### src/rtl/cpm_defs.svh
/*
 Constants for the per-core power-mode handshake block.
 Assumes inclusion by bare name from rtl/.
*/
`ifndef CPM_DEFS_SVH
`define CPM_DEFS_SVH
`define CPM_PSTATE_W 2
`define CPM_PSTATE_RST 2'h0
`define CPM_CORES 4
`define CPM_RAM_DOMAINS 5
`define CPM_DOMAINS 14
`define CPM_CE_IDLE 1'h0
`endif

### src/rtl/cpm_pkg.sv
/*
 Types for the power-mode handshake block.
 Assumes cpm_defs.svh is visible.
*/
`include "cpm_defs.svh"
package cpm_pkg;
   typedef enum {
      CPM_RUN, CPM_DRAIN_WFI, CPM_DRAIN_WFE, CPM_WFI, CPM_WFE
   } cpm_mode_t;
   typedef logic [`CPM_PSTATE_W-1:0] cpm_pstate_t;
endpackage : cpm_pkg

### src/rtl/cpm_wake_sync.sv
/*
 Two-stage synchroniser for asynchronous inputs.
 Assumes one destination clock.
*/
`timescale 1ns/1ps
module cpm_wake_sync #(
   parameter int W = 1
) (
   input wire logic core_clk,
   input wire logic rst,
   input wire logic [W-1:0] d,
   output logic [W-1:0] q
);
   logic [W-1:0] meta;
   always_ff @(posedge core_clk) begin
      if (rst) begin
         meta <= '0;
         q <= '0;
      end else begin
         meta <= d;
         q <= meta;
      end
   end
endmodule : cpm_wake_sync

### src/rtl/cpm_core_power.sv
/*
 Per-core power-mode logic: run, interrupt-wait and event-wait standby, wake
 detection, power state publication and domain isolation status.
 Assumes an external power controller drives reset, clamps and power.
*/
`timescale 1ns/1ps
`include "cpm_defs.svh"
module cpm_core_power (
   input wire logic core_clk,
   input wire logic rst,
   input wire logic exec_wfi,
   input wire logic exec_wfe,
   input wire logic mem_busy,
   input wire logic irq_any,
   input wire logic irq_unmasked,
   input wire logic imprecise_abort,
   input wire logic external_debug_request,
   input wire logic debug_halt_cmd,
   input wire logic maint_req,
   input wire logic exc_return,
   input wire logic event_wake_in,
   input wire logic send_event,
   input wire logic snoop_req,
   input wire logic debug_bus_req,
   input wire cpm_pkg::cpm_pstate_t power_status,
   input wire logic debug_domain_isolate,
   input wire logic [`CPM_CORES-1:0] core_domain_isolate,
   input wire logic [`CPM_CORES-1:0] vector_engine_isolate,
   input wire logic [`CPM_RAM_DOMAINS-1:0] ram_domain_isolate,
   output logic core_clk_en,
   output logic l1_clk_en,
   output logic debug_clk_en,
   output logic standby_indication,
   output logic standby_event,
   output logic wake_pulse,
   output logic ram_chip_enable,
   output logic [`CPM_DOMAINS-1:0] domain_isolated,
   output cpm_pkg::cpm_pstate_t power_state_out
);
   import cpm_pkg::*;

   // ----------------------------------------
   // Input synchronisers
   // ----------------------------------------
   logic [3:0] async_raw;
   logic [3:0] async_s;
   assign async_raw = {external_debug_request, event_wake_in, irq_any, irq_unmasked};
   cpm_wake_sync #(.W(4)) u_sync (
      .core_clk(core_clk),
      .rst(rst),
      .d(async_raw),
      .q(async_s)
   );
   wire dbg_req_s = async_s[3];
   wire event_s = async_s[2];
   wire irq_any_s = async_s[1];
   wire irq_unm_s = async_s[0];

   // ----------------------------------------
   // Wake decode
   // ----------------------------------------
   wire debug_wake = dbg_req_s | debug_halt_cmd;
   wire wfi_wake = irq_any_s | imprecise_abort | debug_wake | maint_req;
   wire wfe_wake = irq_unm_s | debug_wake | maint_req | exc_return
                   | event_s | send_event;

   cpm_mode_t mode;
   cpm_mode_t next_mode;
   always_comb begin
      next_mode = mode;
      case (mode)
         CPM_RUN: begin
            if (exec_wfi) begin
               next_mode = CPM_DRAIN_WFI;
            end else if (exec_wfe) begin
               next_mode = CPM_DRAIN_WFE;
            end
         end
         CPM_DRAIN_WFI: begin
            if (wfi_wake) next_mode = CPM_RUN;
            else if (!mem_busy) next_mode = CPM_WFI;
         end
         CPM_DRAIN_WFE: begin
            if (wfe_wake) next_mode = CPM_RUN;
            else if (!mem_busy) next_mode = CPM_WFE;
         end
         CPM_WFI: begin
            if (wfi_wake) next_mode = CPM_RUN;
         end
         CPM_WFE: begin
            if (wfe_wake) next_mode = CPM_RUN;
         end
         default: next_mode = CPM_RUN;
      endcase
   end

   wire in_standby = (next_mode == CPM_WFI) || (next_mode == CPM_WFE);
   wire leaving = ((mode == CPM_WFI) || (mode == CPM_WFE)) && (next_mode == CPM_RUN);
   wire [`CPM_DOMAINS-1:0] iso_vec = {ram_domain_isolate, vector_engine_isolate,
                                      core_domain_isolate, debug_domain_isolate};

   // ----------------------------------------
   // State and registered outputs
   // ----------------------------------------
   always_ff @(posedge core_clk) begin
      if (rst) begin
         mode <= CPM_RUN;
         core_clk_en <= 1'h1;
         l1_clk_en <= 1'h1;
         debug_clk_en <= 1'h1;
         standby_indication <= 1'h0;
         standby_event <= 1'h0;
         wake_pulse <= 1'h0;
         ram_chip_enable <= `CPM_CE_IDLE;
         domain_isolated <= '0;
         power_state_out <= `CPM_PSTATE_RST;
      end else begin
         mode <= next_mode;
         core_clk_en <= !in_standby;
         l1_clk_en <= !in_standby || snoop_req;
         debug_clk_en <= 1'h1 || debug_bus_req;
         standby_indication <= (next_mode == CPM_WFI);
         standby_event <= (next_mode == CPM_WFE);
         wake_pulse <= leaving;
         ram_chip_enable <= !iso_vec[`CPM_DOMAINS-1] && !in_standby;
         domain_isolated <= iso_vec;
         if (standby_indication && mode == CPM_WFI) begin
            power_state_out <= power_status;
         end
      end
   end

   // ----------------------------------------
   // Checks: clocking and RAM chip enable per mode
   // ----------------------------------------
   standby_clk_a: assert property (
      @(posedge core_clk) disable iff (rst)
      standby_indication |-> !core_clk_en)
      else $error("core clock running in standby");

   event_clk_a: assert property (
      @(posedge core_clk) disable iff (rst)
      standby_event |-> !core_clk_en)
      else $error("core clock running in event standby");

   run_clk_a: assert property (
      @(posedge core_clk) disable iff (rst)
      (mode == CPM_RUN && $past(mode) == CPM_RUN) |-> core_clk_en)
      else $error("core clock off in run");

   ram_ce_a: assert property (
      @(posedge core_clk) disable iff (rst)
      (standby_indication || standby_event) |-> !ram_chip_enable)
      else $error("ram enabled in standby");

   debug_clk_a: assert property (
      @(posedge core_clk) disable iff (rst)
      standby_indication |-> debug_clk_en)
      else $error("debug clock stopped");

   snoop_wake_a: assert property (
      @(posedge core_clk) disable iff (rst)
      (snoop_req && in_standby) |=> (l1_clk_en && !core_clk_en))
      else $error("snoop wake wrong");

   // ----------------------------------------
   // Checks: entry and wake-up
   // ----------------------------------------
   wfx_entry_a: assert property (
      @(posedge core_clk) disable iff (rst)
      (mode == CPM_RUN && !exec_wfi && !exec_wfe) |=> mode == CPM_RUN)
      else $error("standby without instruction");

   standby_excl_a: assert property (
      @(posedge core_clk) disable iff (rst)
      !(standby_indication && standby_event))
      else $error("both standby kinds shown");

   wfi_drain_a: assert property (
      @(posedge core_clk) disable iff (rst)
      (mode == CPM_DRAIN_WFI && mem_busy) |=> mode != CPM_WFI)
      else $error("standby before accesses done");

   wfe_drain_a: assert property (
      @(posedge core_clk) disable iff (rst)
      (mode == CPM_DRAIN_WFE && mem_busy) |=> mode != CPM_WFE)
      else $error("event standby before accesses done");

   wfi_wake_a: assert property (
      @(posedge core_clk) disable iff (rst)
      (mode == CPM_WFI && wfi_wake) |=> mode == CPM_RUN)
      else $error("missed interrupt-wait wake");

   wfe_wake_a: assert property (
      @(posedge core_clk) disable iff (rst)
      (mode == CPM_WFE && wfe_wake) |=> mode == CPM_RUN)
      else $error("missed event-wait wake");

   dbg_wake_a: assert property (
      @(posedge core_clk) disable iff (rst)
      (mode == CPM_WFI && debug_halt_cmd) |=> mode == CPM_RUN)
      else $error("halt command did not wake");

   wfe_dbg_a: assert property (
      @(posedge core_clk) disable iff (rst)
      (mode == CPM_WFE && debug_halt_cmd) |=> mode == CPM_RUN)
      else $error("halt command did not wake event wait");

   wake_pulse_a: assert property (
      @(posedge core_clk) disable iff (rst)
      wake_pulse |=> !wake_pulse)
      else $error("wake pulse longer than one cycle");

   wake_run_a: assert property (
      @(posedge core_clk) disable iff (rst)
      wake_pulse |-> (core_clk_en && !standby_indication && !standby_event))
      else $error("wake without run clock");

   // ----------------------------------------
   // Checks: power state, isolation, reset
   // ----------------------------------------
   pstate_a: assert property (
      @(posedge core_clk) disable iff (rst)
      !(standby_indication && mode == CPM_WFI) |=> $stable(power_state_out))
      else $error("power state changed early");

   pstate_load_a: assert property (
      @(posedge core_clk) disable iff (rst)
      (standby_indication && mode == CPM_WFI) |=> power_state_out == $past(power_status))
      else $error("power state not loaded");

   iso_report_a: assert property (
      @(posedge core_clk) disable iff (rst)
      1'h1 |=> domain_isolated == $past(iso_vec))
      else $error("isolation status wrong");

   // Not disabled by reset: checks what reset leaves behind
   reset_run_a: assert property (
      @(posedge core_clk)
      rst |=> (mode == CPM_RUN && core_clk_en && !standby_indication))
      else $error("reset did not return to run");
endmodule : cpm_core_power

### config.mk
export PLATFORM = sky130hd
export DESIGN_NAME = cpm_core_power
export DESIGN_NICKNAME = d
export VERILOG_FILES = /design/src/rtl/cpm_pkg.sv /design/src/rtl/cpm_wake_sync.sv /design/src/rtl/cpm_core_power.sv
export VERILOG_INCLUDE_DIRS = /design/src /design/src/rtl
export SDC_FILE = /design/constraint.sdc
export NUM_CORES = 1
export LEC_CHECK = 0
export BUFFER_PORTS_ARGS = -buffer_cell sky130_fd_sc_hd__buf_2
export CORE_MARGIN = 1.5
export CORE_UTILIZATION = 56
export CTS_BUF_LIST = sky130_fd_sc_hd__clkbuf_4 sky130_fd_sc_hd__clkbuf_8
export CTS_CLUSTER_DIAMETER = 80
export DETAILED_ROUTE_END_ITERATION = 6
export PLACE_DENSITY = 0.9
export SLEW_MARGIN = 15
export SYNTH_ARGS = -nofsm -noshare
export SYNTH_HDL_FRONTEND = slang
export SYNTH_HIERARCHICAL = 1
export SYNTH_SLANG_ARGS = --single-unit
### constraint.sdc
create_clock -name core_clk -period 3.9 [get_ports core_clk]
set_clock_uncertainty 0.2 [all_clocks]
set_input_delay 0.78 -clock core_clk [delete_from_list [all_inputs] [get_ports core_clk]]
set_output_delay 0.78 -clock core_clk [all_outputs]
set_load 0.03 [all_outputs]
==> metrics.md, run 1 <==
| Metric | Value |
|---|---|
| Layout area overhead | 28.8% |
| ANT cells | 0 |
| Worst Hold Launch | u_sync/meta[0]$_SDFF_PP0_ |
| Worst rel slew slack | 0.663 |
| CTS tree | built |
| Netlist Area Pre-Place | 1810 um2 |
| Fillers | 225 |
| Worst path max stage delay | 0.37 ns |
| Clock transition at the registers of the reported paths | 0.09 ns |
| DR vias/cell | 4.44 |
| CTS sink cnt | 62 |
| Fin. max-slew vios | 0 |
| Post-CTS setup buffer count | 0 |
| Power, Total | 0.00111 W |
| Gpl congestion | 0.913 |
| Crit-path slowest cell | nor4_2 |
| Global-route wire length before repair | 4400 um |
| DRC | 0 |
| Crit Path Max Fanout | 3 |
| Hold Path Sink | u_sync/q[0]$_SDFF_PP0_ |
| Final period utilization | 0.550 |
| Worst hold-check path type | flop to flop |
| Die Area | 3570 um2 |
| Final hold violations | 0 |
| Cell variety after synth | 32 |
| Post_cts resized | 0 |
| Crit path DAT | 2.20 ns |
| Die Wd | 59.8 um |
| IO Pins | 55 |
| Port bufs | 52 |
| Asr flop ratio synth | 0 |
| 1st-pass router iterations | 4 |
| Worst Setup Start Kind | input port |
| Max IR drop VDD | 0.313 mV |
| Core Footprint | 3050 um2 |
| Nets | 263 |
| MaxCap Viol Count | 0 |
| Outcome | complete, no violations |
| Final core occ | 0.762 |
| Post-synth EDFFs | 0 |
| RSZ-0062 raised after global routing | false |
| Cell Rows | 20 |
| CTS hold repair buffers | 0 |
| Vias in the first global route | 1085 |
| Worst-Margin Slew | 0.506 ns |
| Top-area cell type share of the netlist area | 0.687 |
| Total track usage | 0.179 |
| Starting Density | 0.591 |
| Clk buf depth | 2 |
| H-tree depth | 3 |
| Min Tclk post-route | 2.14 ns |
| Routed WL per cell | 10.3 um |
| Largest net degree at the start of global routing | 31 |
| Clock Latency Late Sink | 0.38 ns |
| Avg Cell Area, Syn | 12.5 um2 |
| Most frequent cell after synthesis | dfxtp_1 |
| PD cells | 477 nW/um2 |
| Total CTS buffers | 9 |
| Endpoint class of the critical path | flop |
| Finish-stage setup viols | 0 |
| Setup TNS | 0 ns |
| Worst reg2reg path endpoint | l1_clk_en$_SDFF_PP1_ |
| Fin cells | 279 |
| Routed WL | 2860 um |
| Leakage | 1.08 nW |
| Hold slack | 0.249 ns |
| Die Span Y | 59.8 um |
| Peak Freq | 467 MHz |
| Fraction of layout cells with a size suffix above 1 | 0.336 |
| Crit path kind | input port to flop |
| Post-route ant nets | 0 |
| Mapped Cells | 144 |
| FF-to-FF Start | mode[12]$_SDFF_PP0_ |
| Grt ovf | 0 |
| Dpl cells | 264 |
| Req. time, crit path | 3.96 ns |
| Via Count | 1238 |
| Top_reg_cell synth | dfxtp_1 |
| Yosys warning count | 6 |
| Synth area leader | dfxtp_1 |
| Flop2flop setup slack | 1.87 ns |
| Sequential share of the synthesized area | 0.687 |
| Synth area leaders | dfxtp_1 (69%), nor2b_1 (7.6%), nor4_2 (3.5%) |
| Antenna violations before repair | 0 |
| Crit-path cells | buf_2 -> nor4_2 -> nand4b_1 -> a211oi_2 -> a32oi_1 -> or3_1 |
| Post-DP HPWL | 2080 um |
| Flip-flop and latch count after synthesis | 62 |
| CTS root buf | clkbuf_4 |
| Worst-case reg-to-reg path depth | 5 |
| 1st-iter DRT viols | 62 |
| Post-synth top cells | dfxtp_1 (62), nor2b_1 (22), nor2_1 (6), nor4_2 (5) |
| Worst hold path depth | 1 |
[per-layer routing]
| layer | track usage | vias up | routed length (um) |
|---|---|---|---|
| li1 | - | 636 | - |
| met1 | 0.191 | 562 | 1120 |
| met2 | 0.284 | 34 | 1510 |
| met3 | 0.0844 | 6 | 164 |
| met4 | 0.114 | 0 | 62 |
| met5 | 0 | - | 0 |
[worst max path at each step]
stage | start | cells past startpoint | endpoint | slack, ns
finish | debug_halt_cmd | 6 | l1_clk_en$_SDFF_PP1_ | 1.76
global route | debug_halt_cmd | 6 | l1_clk_en$_SDFF_PP1_ | 1.61
CTS | debug_halt_cmd | 6 | l1_clk_en$_SDFF_PP1_ | 1.76
detailed placement | debug_halt_cmd | 6 | l1_clk_en$_SDFF_PP1_ | 1.35
global placement | debug_halt_cmd | 6 | l1_clk_en$_SDFF_PP1_ | 1.40
floorplan | debug_halt_cmd | 5 | l1_clk_en$_SDFF_PP1_ | 1.66
[sequential cells by signal (all words and copies together) (netlist names)]
name	cells
core_clk_en	1
domain_isolated	14
l1_clk_en	1
mode	32
power_state_out	2
ram_chip_enable	1
standby_event	1
standby_indication	1
u_sync/meta	4
u_sync/q	4
wake_pulse	1
[per-stage QoR]
| stage | area [um2] | setup WS [ns] |
|---|---|---|
| after global placement | 2200 | 1.40 |
| after global routing | 2330 | 1.61 |
| final | 2330 | 1.76 |
| after floorplan | 1910 | 1.66 |
| after detailed placement | 2200 | 1.35 |
| after CTS | 2330 | 1.76 |
[layout make-up]
class,instances,area (um2),share of cell area
repair buffers,52,260,0.112
clock inverters,1,5.00,0.00215
multi-input cells,104,639,0.275
flip-flops and latches,62,1240,0.534
clock buffers,14,118,0.0506
inverters,2,7.51,0.00323
well taps,44,55.1,0.0237
[power by group]
| part | leakage, nW | internal [W] | switching [W] | total, W |
|---|---|---|---|---|
| sequential | 0.517 | 0.000661 | 0.00000876 | 0.000669 |
| combinational | 0.485 | 0.0000263 | 0.0000400 | 0.0000663 |
| clock | 0.0735 | 0.000184 | 0.000189 | 0.000373 |
[logic make-up after synthesis]
| family | count (synthesis) | synth area share |
|---|---|---|
| flops | 62 | 0.687 |
| xor+xnor | 1 | 0.00485 |
| simple gates | 64 | 0.240 |
| other cells | 2 | 0.00416 |
| compound gates | 7 | 0.0360 |
| buf+inv | 6 | 0.0166 |
| mux | 2 | 0.0111 |
[worst max-delay path: cells and delay by family]
family                 cells  cell delay [ns]
and+or+nand+nor            3             0.86
AOI/OAI and AO/OA          2             0.44
buffers and inverters      1             0.11
[cells in the final DEF (no fill, tap or decap), types with 4 or more instances in the layout]
cell type	n
and3_1	4
buf_2	52
clkbuf_4	12
conb_1	30
dfxtp_1	62
nand2_1	4
nand3_1	4
nor2_1	6
nor2b_1	22
nor4_1	4
nor4_2	5
Power figures use the tool's default switching activity.
==> run 2, diff against run 1 <==
--- a/config.mk
+++ b/config.mk
@@ -8,11 +8,11 @@
 export LEC_CHECK = 0
 export BUFFER_PORTS_ARGS = -buffer_cell sky130_fd_sc_hd__buf_2
 export CORE_MARGIN = 1.5
-export CORE_UTILIZATION = 56
+export CORE_UTILIZATION = 47
 export CTS_BUF_LIST = sky130_fd_sc_hd__clkbuf_4 sky130_fd_sc_hd__clkbuf_8
 export CTS_CLUSTER_DIAMETER = 80
 export DETAILED_ROUTE_END_ITERATION = 6
-export PLACE_DENSITY = 0.9
+export PLACE_DENSITY = 0.81
 export SLEW_MARGIN = 15
 export SYNTH_ARGS = -nofsm -noshare
 export SYNTH_HDL_FRONTEND = slang
==> constraint.sdc (replaced) <==
create_clock -name core_clk -period 1.9 [get_ports core_clk]
set_clock_uncertainty 0.2 [all_clocks]
set_input_delay 0.38 -clock core_clk [delete_from_list [all_inputs] [get_ports core_clk]]
set_output_delay 0.38 -clock core_clk [all_outputs]
set_load 0.03 [all_outputs]
==> run 2 against run 1 <==
Effect of this change:
- the flow now finishes with violations (setup timing)
- combinational power is 130% higher
- final cell count up 4.7%
- count of clock-buffer cells in the layout shrank 4
- critical path depth down 1
- critical endpoint unchanged
- core utilization down 4.0 points
- critical path type is now flop to flop
- sequential share of layout area down 6.5 points
- sequential power rose by 110%
- worst hold slack got worse by 0.22 ns
==> metrics.md, run 2 (synthesis gave the netlist of run 1 again) <==
| Metric | Value |
|---|---|
| Final instance area | 2660 um2 |
| 1st-iter DRT viols | 83 |
| Clock Latency Late Sink | 0.33 ns |
| Commonest non-fill, non-tap cells in the layout | dfxtp_1 (58), buf_2 (52), conb_1 (30), nor2b_1 (22), clkbuf_8 (10) |
| Power, Total | 0.00280 W |
| Footprint of the multi-input gates | 797 um2 |
| Commonest non-fill, non-tap cell in the layout | dfxtp_1 |
| MaxCap Viol Count | 0 |
| H-tree depth | 3 |
| Final hold violations | 0 |
| Register share of total power | 0.498 |
| Clk buf depth | 2 |
| Worst hold-check path type | input port to flop |
| Share of power burned in combinational logic | 0.055 |
| Fin. max-slew vios | 0 |
| Gpl congestion | 0.865 |
| Endpoint class of the critical path | flop |
| Max reg flops | 32 |
| Outcome | complete, but fails checks |
| Crit Path Max Fanout | 4 |
| Post-route ant nets | 0 |
| 1st-pass router iterations | 4 |
| Routed WL per cell | 12.7 um |
| Die Area | 4220 um2 |
| Global-route wire length before repair | 5010 um |
| Int Power | 0.00219 W |
| Finish-stage setup viols | 3 |
| Largest net degree at the start of global routing | 17 |
| Largest register by flop count | mode |
| Antenna violations before repair | 0 |
| Post-DP Area | 2250 um2 |
| Clock transition at the registers of the reported paths | 0.07 ns |
| Vias in the first global route | 1226 |
| FF-to-FF Start | mode[31]$_SDFF_PP0_ |
| Worst Hold Launch | ram_domain_isolate[4] |
| Die Span Y | 65.0 um |
| Core Footprint | 3690 um2 |
| Grt ovf | 0 |
| CTS tree | built |
| Sw Ratio | 0.217 |
| CTS root buf | clkbuf_8 |
| Fillers | 250 |
| Final core occ | 0.722 |
| ANT cells | 0 |
| Psw | 0.000608 W |
| Worst setup margin | -0.113 ns |
| Nets | 271 |
| Fraction of layout cells with a size suffix above 1 | 0.422 |
| Worst Setup Start Kind | flop |
| RSZ-0062 raised after global routing | true |
| Die Wd | 65.0 um |
| Min Tclk post-route | 2.01 ns |
| Routed WL | 3710 um |
| Max IR drop VDD | 0.811 mV |
| Post-DP HPWL | 2080 um |
| Req. time, crit path | 1.92 ns |
| IO Pins | 55 |
| Starting Density | 0.489 |
| Clock Power Share | 0.447 |
| Crit path kind | flop to flop |
| Violated checks | setup timing |
| PD cells | 1050 nW/um2 |
| Layout area overhead | 47.4% |
| Port bufs | 52 |
| Sequential cell area | 1250 um2 |
| Crit path DAT | 2.03 ns |
| Worst setup path startpoint | mode[31]$_SDFF_PP0_ |
| Total CTS buffers | 9 |
| Peak Freq | 497 MHz |
| Post-place setup slack | -0.232 ns |
| Total track usage | 0.165 |
| CTS hold repair buffers | 0 |
| Via Count | 1297 |
| CTS sink cnt | 62 |
| DR vias/cell | 4.44 |
| Final period utilization | 1.06 |
| Cell Rows | 22 |
| Leakage | 1.20 nW |
| DRC | 0 |
| Top Registers | mode x32, domain_isolated x14 |
run 2: cell count changes in the layout (fill, tap and decap cells not counted), sizes merged:
cell / change
buf: +8
clkbuf: -4
bufinv: +2
clkinvlp: +2
clkinv: +1
run 2: repair_timing:
item,in CTS,in global routing
setup buffers,1,1
pin swaps,9,8
endpoints found under the setup margin,3,6
resized for setup,9,19
run 2: path summary, 6_finish.rpt:
check,endpoint,slack [ns],depth (start not counted)
worst max-delay path,l1_clk_en$_SDFF_PP1_,-0.11,5
worst min register to register,u_sync/q[2]$_SDFF_PP0_,0.24,1
worst max register to register,l1_clk_en$_SDFF_PP1_,-0.11,5
worst min-delay path,ram_chip_enable$_SDFF_PP0_,0.03,2
run 2: power by group through the flow:
| stage | registers, W | logic [W] | clock network, W |
|---|---|---|---|
| 6_report | 0.00139 | 0.000154 | 0.00125 |
| 5_1_grt | 0.00140 | 0.000167 | 0.00134 |
| 2_1_floorplan | 0.00144 | 0.0000453 | 0 |
| 3_3_place_gp | 0.00140 | 0.000134 | 0 |
| 4_1_cts | 0.00138 | 0.000144 | 0.00127 |
| 3_5_place_dp | 0.00141 | 0.000137 | 0 |
run 2: stage by stage:
step	cells	hold slack (ns)	setup TNS (ns)
after detailed placement	274	0.228	-0.536
final	292	0.0286	-0.190
after CTS	291	0.00721	0
after global placement	274	0.216	-0.291
after floorplan	172	0.214	0
after global routing	292	0.0162	-0.538
run 2: layout make-up:
| cell class | instances | share of cell area |
|---|---|---|
| Tap cell | 48 | 0.0226 |
| Sequential cell | 62 | 0.468 |
| Inverter | 2 | 0.00282 |
| Clock inverter | 6 | 0.0320 |
| Timing Repair Buffer | 60 | 0.123 |
| Clock buffer | 10 | 0.0517 |
| Multi-Input combinational cell | 104 | 0.299 |
run 2: critical path: stages (launching register included):
cell	delay, ns
dfxtp_2	0.32
nor4_4	0.29
nand3_2	0.21
a211oi_2	0.35
a32oi_2	0.20
or3_1	0.33
run 2: metal layers:
layer / part of all wire / track usage
met1: 0.37 / 0.168
met2: 0.57 / 0.277
met3: 0.046 / 0.0573
met4: 0.016 / 0.125
met5: 0 / 0
==> run 3, diff against run 2 <==
--- a/config.mk
+++ b/config.mk
@@ -6,7 +6,7 @@
 export SDC_FILE = /design/constraint.sdc
 export NUM_CORES = 1
 export LEC_CHECK = 0
-export BUFFER_PORTS_ARGS = -buffer_cell sky130_fd_sc_hd__buf_2
+export BUFFER_PORTS_ARGS = -buffer_cell sky130_fd_sc_hd__clkbuf_2
 export CORE_MARGIN = 1.5
 export CORE_UTILIZATION = 47
 export CTS_BUF_LIST = sky130_fd_sc_hd__clkbuf_4 sky130_fd_sc_hd__clkbuf_8
==> run 3 against run 2 <==
Effect of this change:
- power up 4.4%
- critical path depth unchanged
- the flow still finishes with violations (setup timing)
- largest power group unchanged
- critical endpoint unchanged
- global-route usage rose by 1.2 points
==> metrics.md, run 3 (synthesis gave the netlist of run 1 again) <==
| Metric | Value |
|---|---|
| Outcome | complete, but fails checks |
| Violated checks | setup timing |
| Routed WL per cell | 12.5 um |
| Top Registers | mode x32, domain_isolated x14 |
| Worst path max stage delay | 0.36 ns |
| CTS root buf | clkbuf_8 |
| Power, Total | 0.00292 W |
| Sequential cell area | 1240 um2 |
| RSZ-0062 raised after global routing | true |
| MaxCap Viol Count | 0 |
| Crit path kind | flop to flop |
| Met3 Use GR | 0.0625 |
| Endpoint class of the critical path | flop |
| Req. time, crit path | 1.92 ns |
| 1st-pass router iterations | 4 |
| Worst hold-check path type | input port to flop |
| Layout area overhead | 49.4% |
| Worst reg2reg path endpoint | l1_clk_en$_SDFF_PP1_ |
| Crit Path Max Fanout | 4 |
| Max IR drop VDD | 0.739 mV |
| Grt ovf | 0 |
| Total CTS buffers | 9 |
| H-tree depth | 3 |
| Antenna violations before repair | 0 |
| Crit-path cells | nor4_4 -> nand4b_1 -> a211oi_4 -> a32oi_2 -> or3_1 |
| Crit-path slowest cell | dfxtp_1 |
| Core Footprint | 3690 um2 |
| Die Span Y | 65.0 um |
| Clock transition at the registers of the reported paths | 0.07 ns |
| Global-route wire length before repair | 5400 um |
| Worst hold path depth | 2 |
| Peak Freq | 508 MHz |
| Fillers | 265 |
| DR vias/cell | 4.43 |
| Largest register by flop count | mode |
| Vias in the first global route | 1205 |
| Via Count | 1302 |
| Fraction of layout cells with a size suffix above 1 | 0.411 |
| Die Wd | 65.0 um |
| PD cells | 1080 nW/um2 |
| Final hold violations | 0 |
| Grt peak-use layer | met2 |
| Clock Latency Late Sink | 0.33 ns |
| Total track usage | 0.177 |
| Gpl congestion | 0.867 |
| Crit path DAT | 1.98 ns |
| Nets | 273 |
| Die Area | 4220 um2 |
| Worst setup margin | -0.0672 ns |
| Post-DP HPWL | 2170 um |
| CTS tree | built |
| WP buf/inv | 0 |
| FF-to-FF Start | mode[0]$_SDFF_PP0_ |
| Flop2flop setup slack | -0.07 ns |
| Commonest non-fill, non-tap cells in the layout | dfxtp_1 (61), clkbuf_2 (52), conb_1 (30), nor2b_1 (22), clkbuf_8 (9) |
| Post-place setup slack | -0.228 ns |
| Cell Rows | 22 |
| Met1 Usage GRT | 0.189 |
| Worst-case reg-to-reg path depth | 5 |
| Worst Hold Launch | snoop_req |
| 1st-iter DRT viols | 82 |
| Delay-heaviest family, CP | simple AND/OR/NAND/NOR gates |
| Max reg flops | 32 |
| Commonest non-fill, non-tap cell in the layout | dfxtp_1 |
| CTS sink cnt | 62 |
| Worst Setup Start Kind | flop |
| Fin. max-slew vios | 0 |
| Final period utilization | 1.04 |
| ANT cells | 0 |
| IO Pins | 55 |
| Hold Path Sink | l1_clk_en$_SDFF_PP1_ |
| Largest net degree at the start of global routing | 20 |
| Leakage | 1.21 nW |
| Dpl cells | 275 |
| Footprint of the multi-input gates | 798 um2 |
| Finish-stage setup viols | 2 |
| Clk buf depth | 2 |
| Port bufs | 52 |
| DRC | 0 |
| Met2 Resource Use GR | 0.300 |
| Routed WL | 3670 um |
| Fin cells | 294 |
| Final core occ | 0.731 |
| Starting Density | 0.489 |
| Min Tclk post-route | 1.97 ns |
| Post-route ant nets | 0 |
==> run 3: cell types whose count changed in the layout (fill, tap and decap cells not counted), sizes merged <==
| cell | previous run | this run |
|---|---|---|
| buf | 60 | 10 |
| bufinv | 2 | 3 |
| clkbuf | 10 | 61 |
==> run 3: per-stage QoR <==
step / TNS, ns / area [um2] / hold slack (ns)
finish: -0.0723 / 2700 / 0.0307
floorplan: 0 / 1910 / 0.214
global route: -0.544 / 2700 / 0.0225
detailed placement: -0.476 / 2260 / 0.225
CTS: -0.0402 / 2600 / 0.0159
global placement: -0.290 / 2260 / 0.217
==> run 3: cell type report <==
cell class,count,area share
sequential,62,0.461
multi-input combinational,104,0.296
timing repair buffer,62,0.127
clock buffer,9,0.0459
clock inverter,7,0.0455
tap,48,0.0223
inverter,2,0.00278
==> run 3: worst reg2reg max path, delay by kind of cell, from the launching register on <==
| family | cells | cell delay (ns) |
|---|---|---|
| simple gates | 3 | 0.80 |
| compound gates | 2 | 0.49 |
| flops | 1 | 0.36 |
==> run 3: repair_timing <==
item / CTS / global route
buffers inserted: 1 / 3
hold buffers: 0 / 0
resized for setup: 12 / 13
pin swaps: 8 / 8
setup endpoints to repair: 4 / 10
==> run 3: worst max-delay path by stage <==
stage,from,to,cells after the start
after floorplan,debug_halt_cmd,l1_clk_en$_SDFF_PP1_,5
after global placement,debug_halt_cmd,l1_clk_en$_SDFF_PP1_,6
after detailed placement,debug_halt_cmd,l1_clk_en$_SDFF_PP1_,6
after CTS,mode[30]$_SDFF_PP0_,l1_clk_en$_SDFF_PP1_,5
after global routing,mode[25]$_SDFF_PP0_,l1_clk_en$_SDFF_PP1_,6
final,mode[0]$_SDFF_PP0_,l1_clk_en$_SDFF_PP1_,5
==> run 3: power breakdown <==
group          internal (W)  switching, W  total [W]
Sequential          0.00136     0.0000304    0.00139
Combinational     0.0000614     0.0000919   0.000153
Clock              0.000874      0.000503    0.00138
Total               0.00229      0.000626    0.00292
==> run 3: metal layers <==
| layer | up-vias | wire, um |
|---|---|---|
| li1 | 654 | - |
| met1 | 615 | 1390 |
| met2 | 28 | 2090 |
| met3 | 5 | 144 |
| met4 | 0 | 41 |
| met5 | - | 0 |
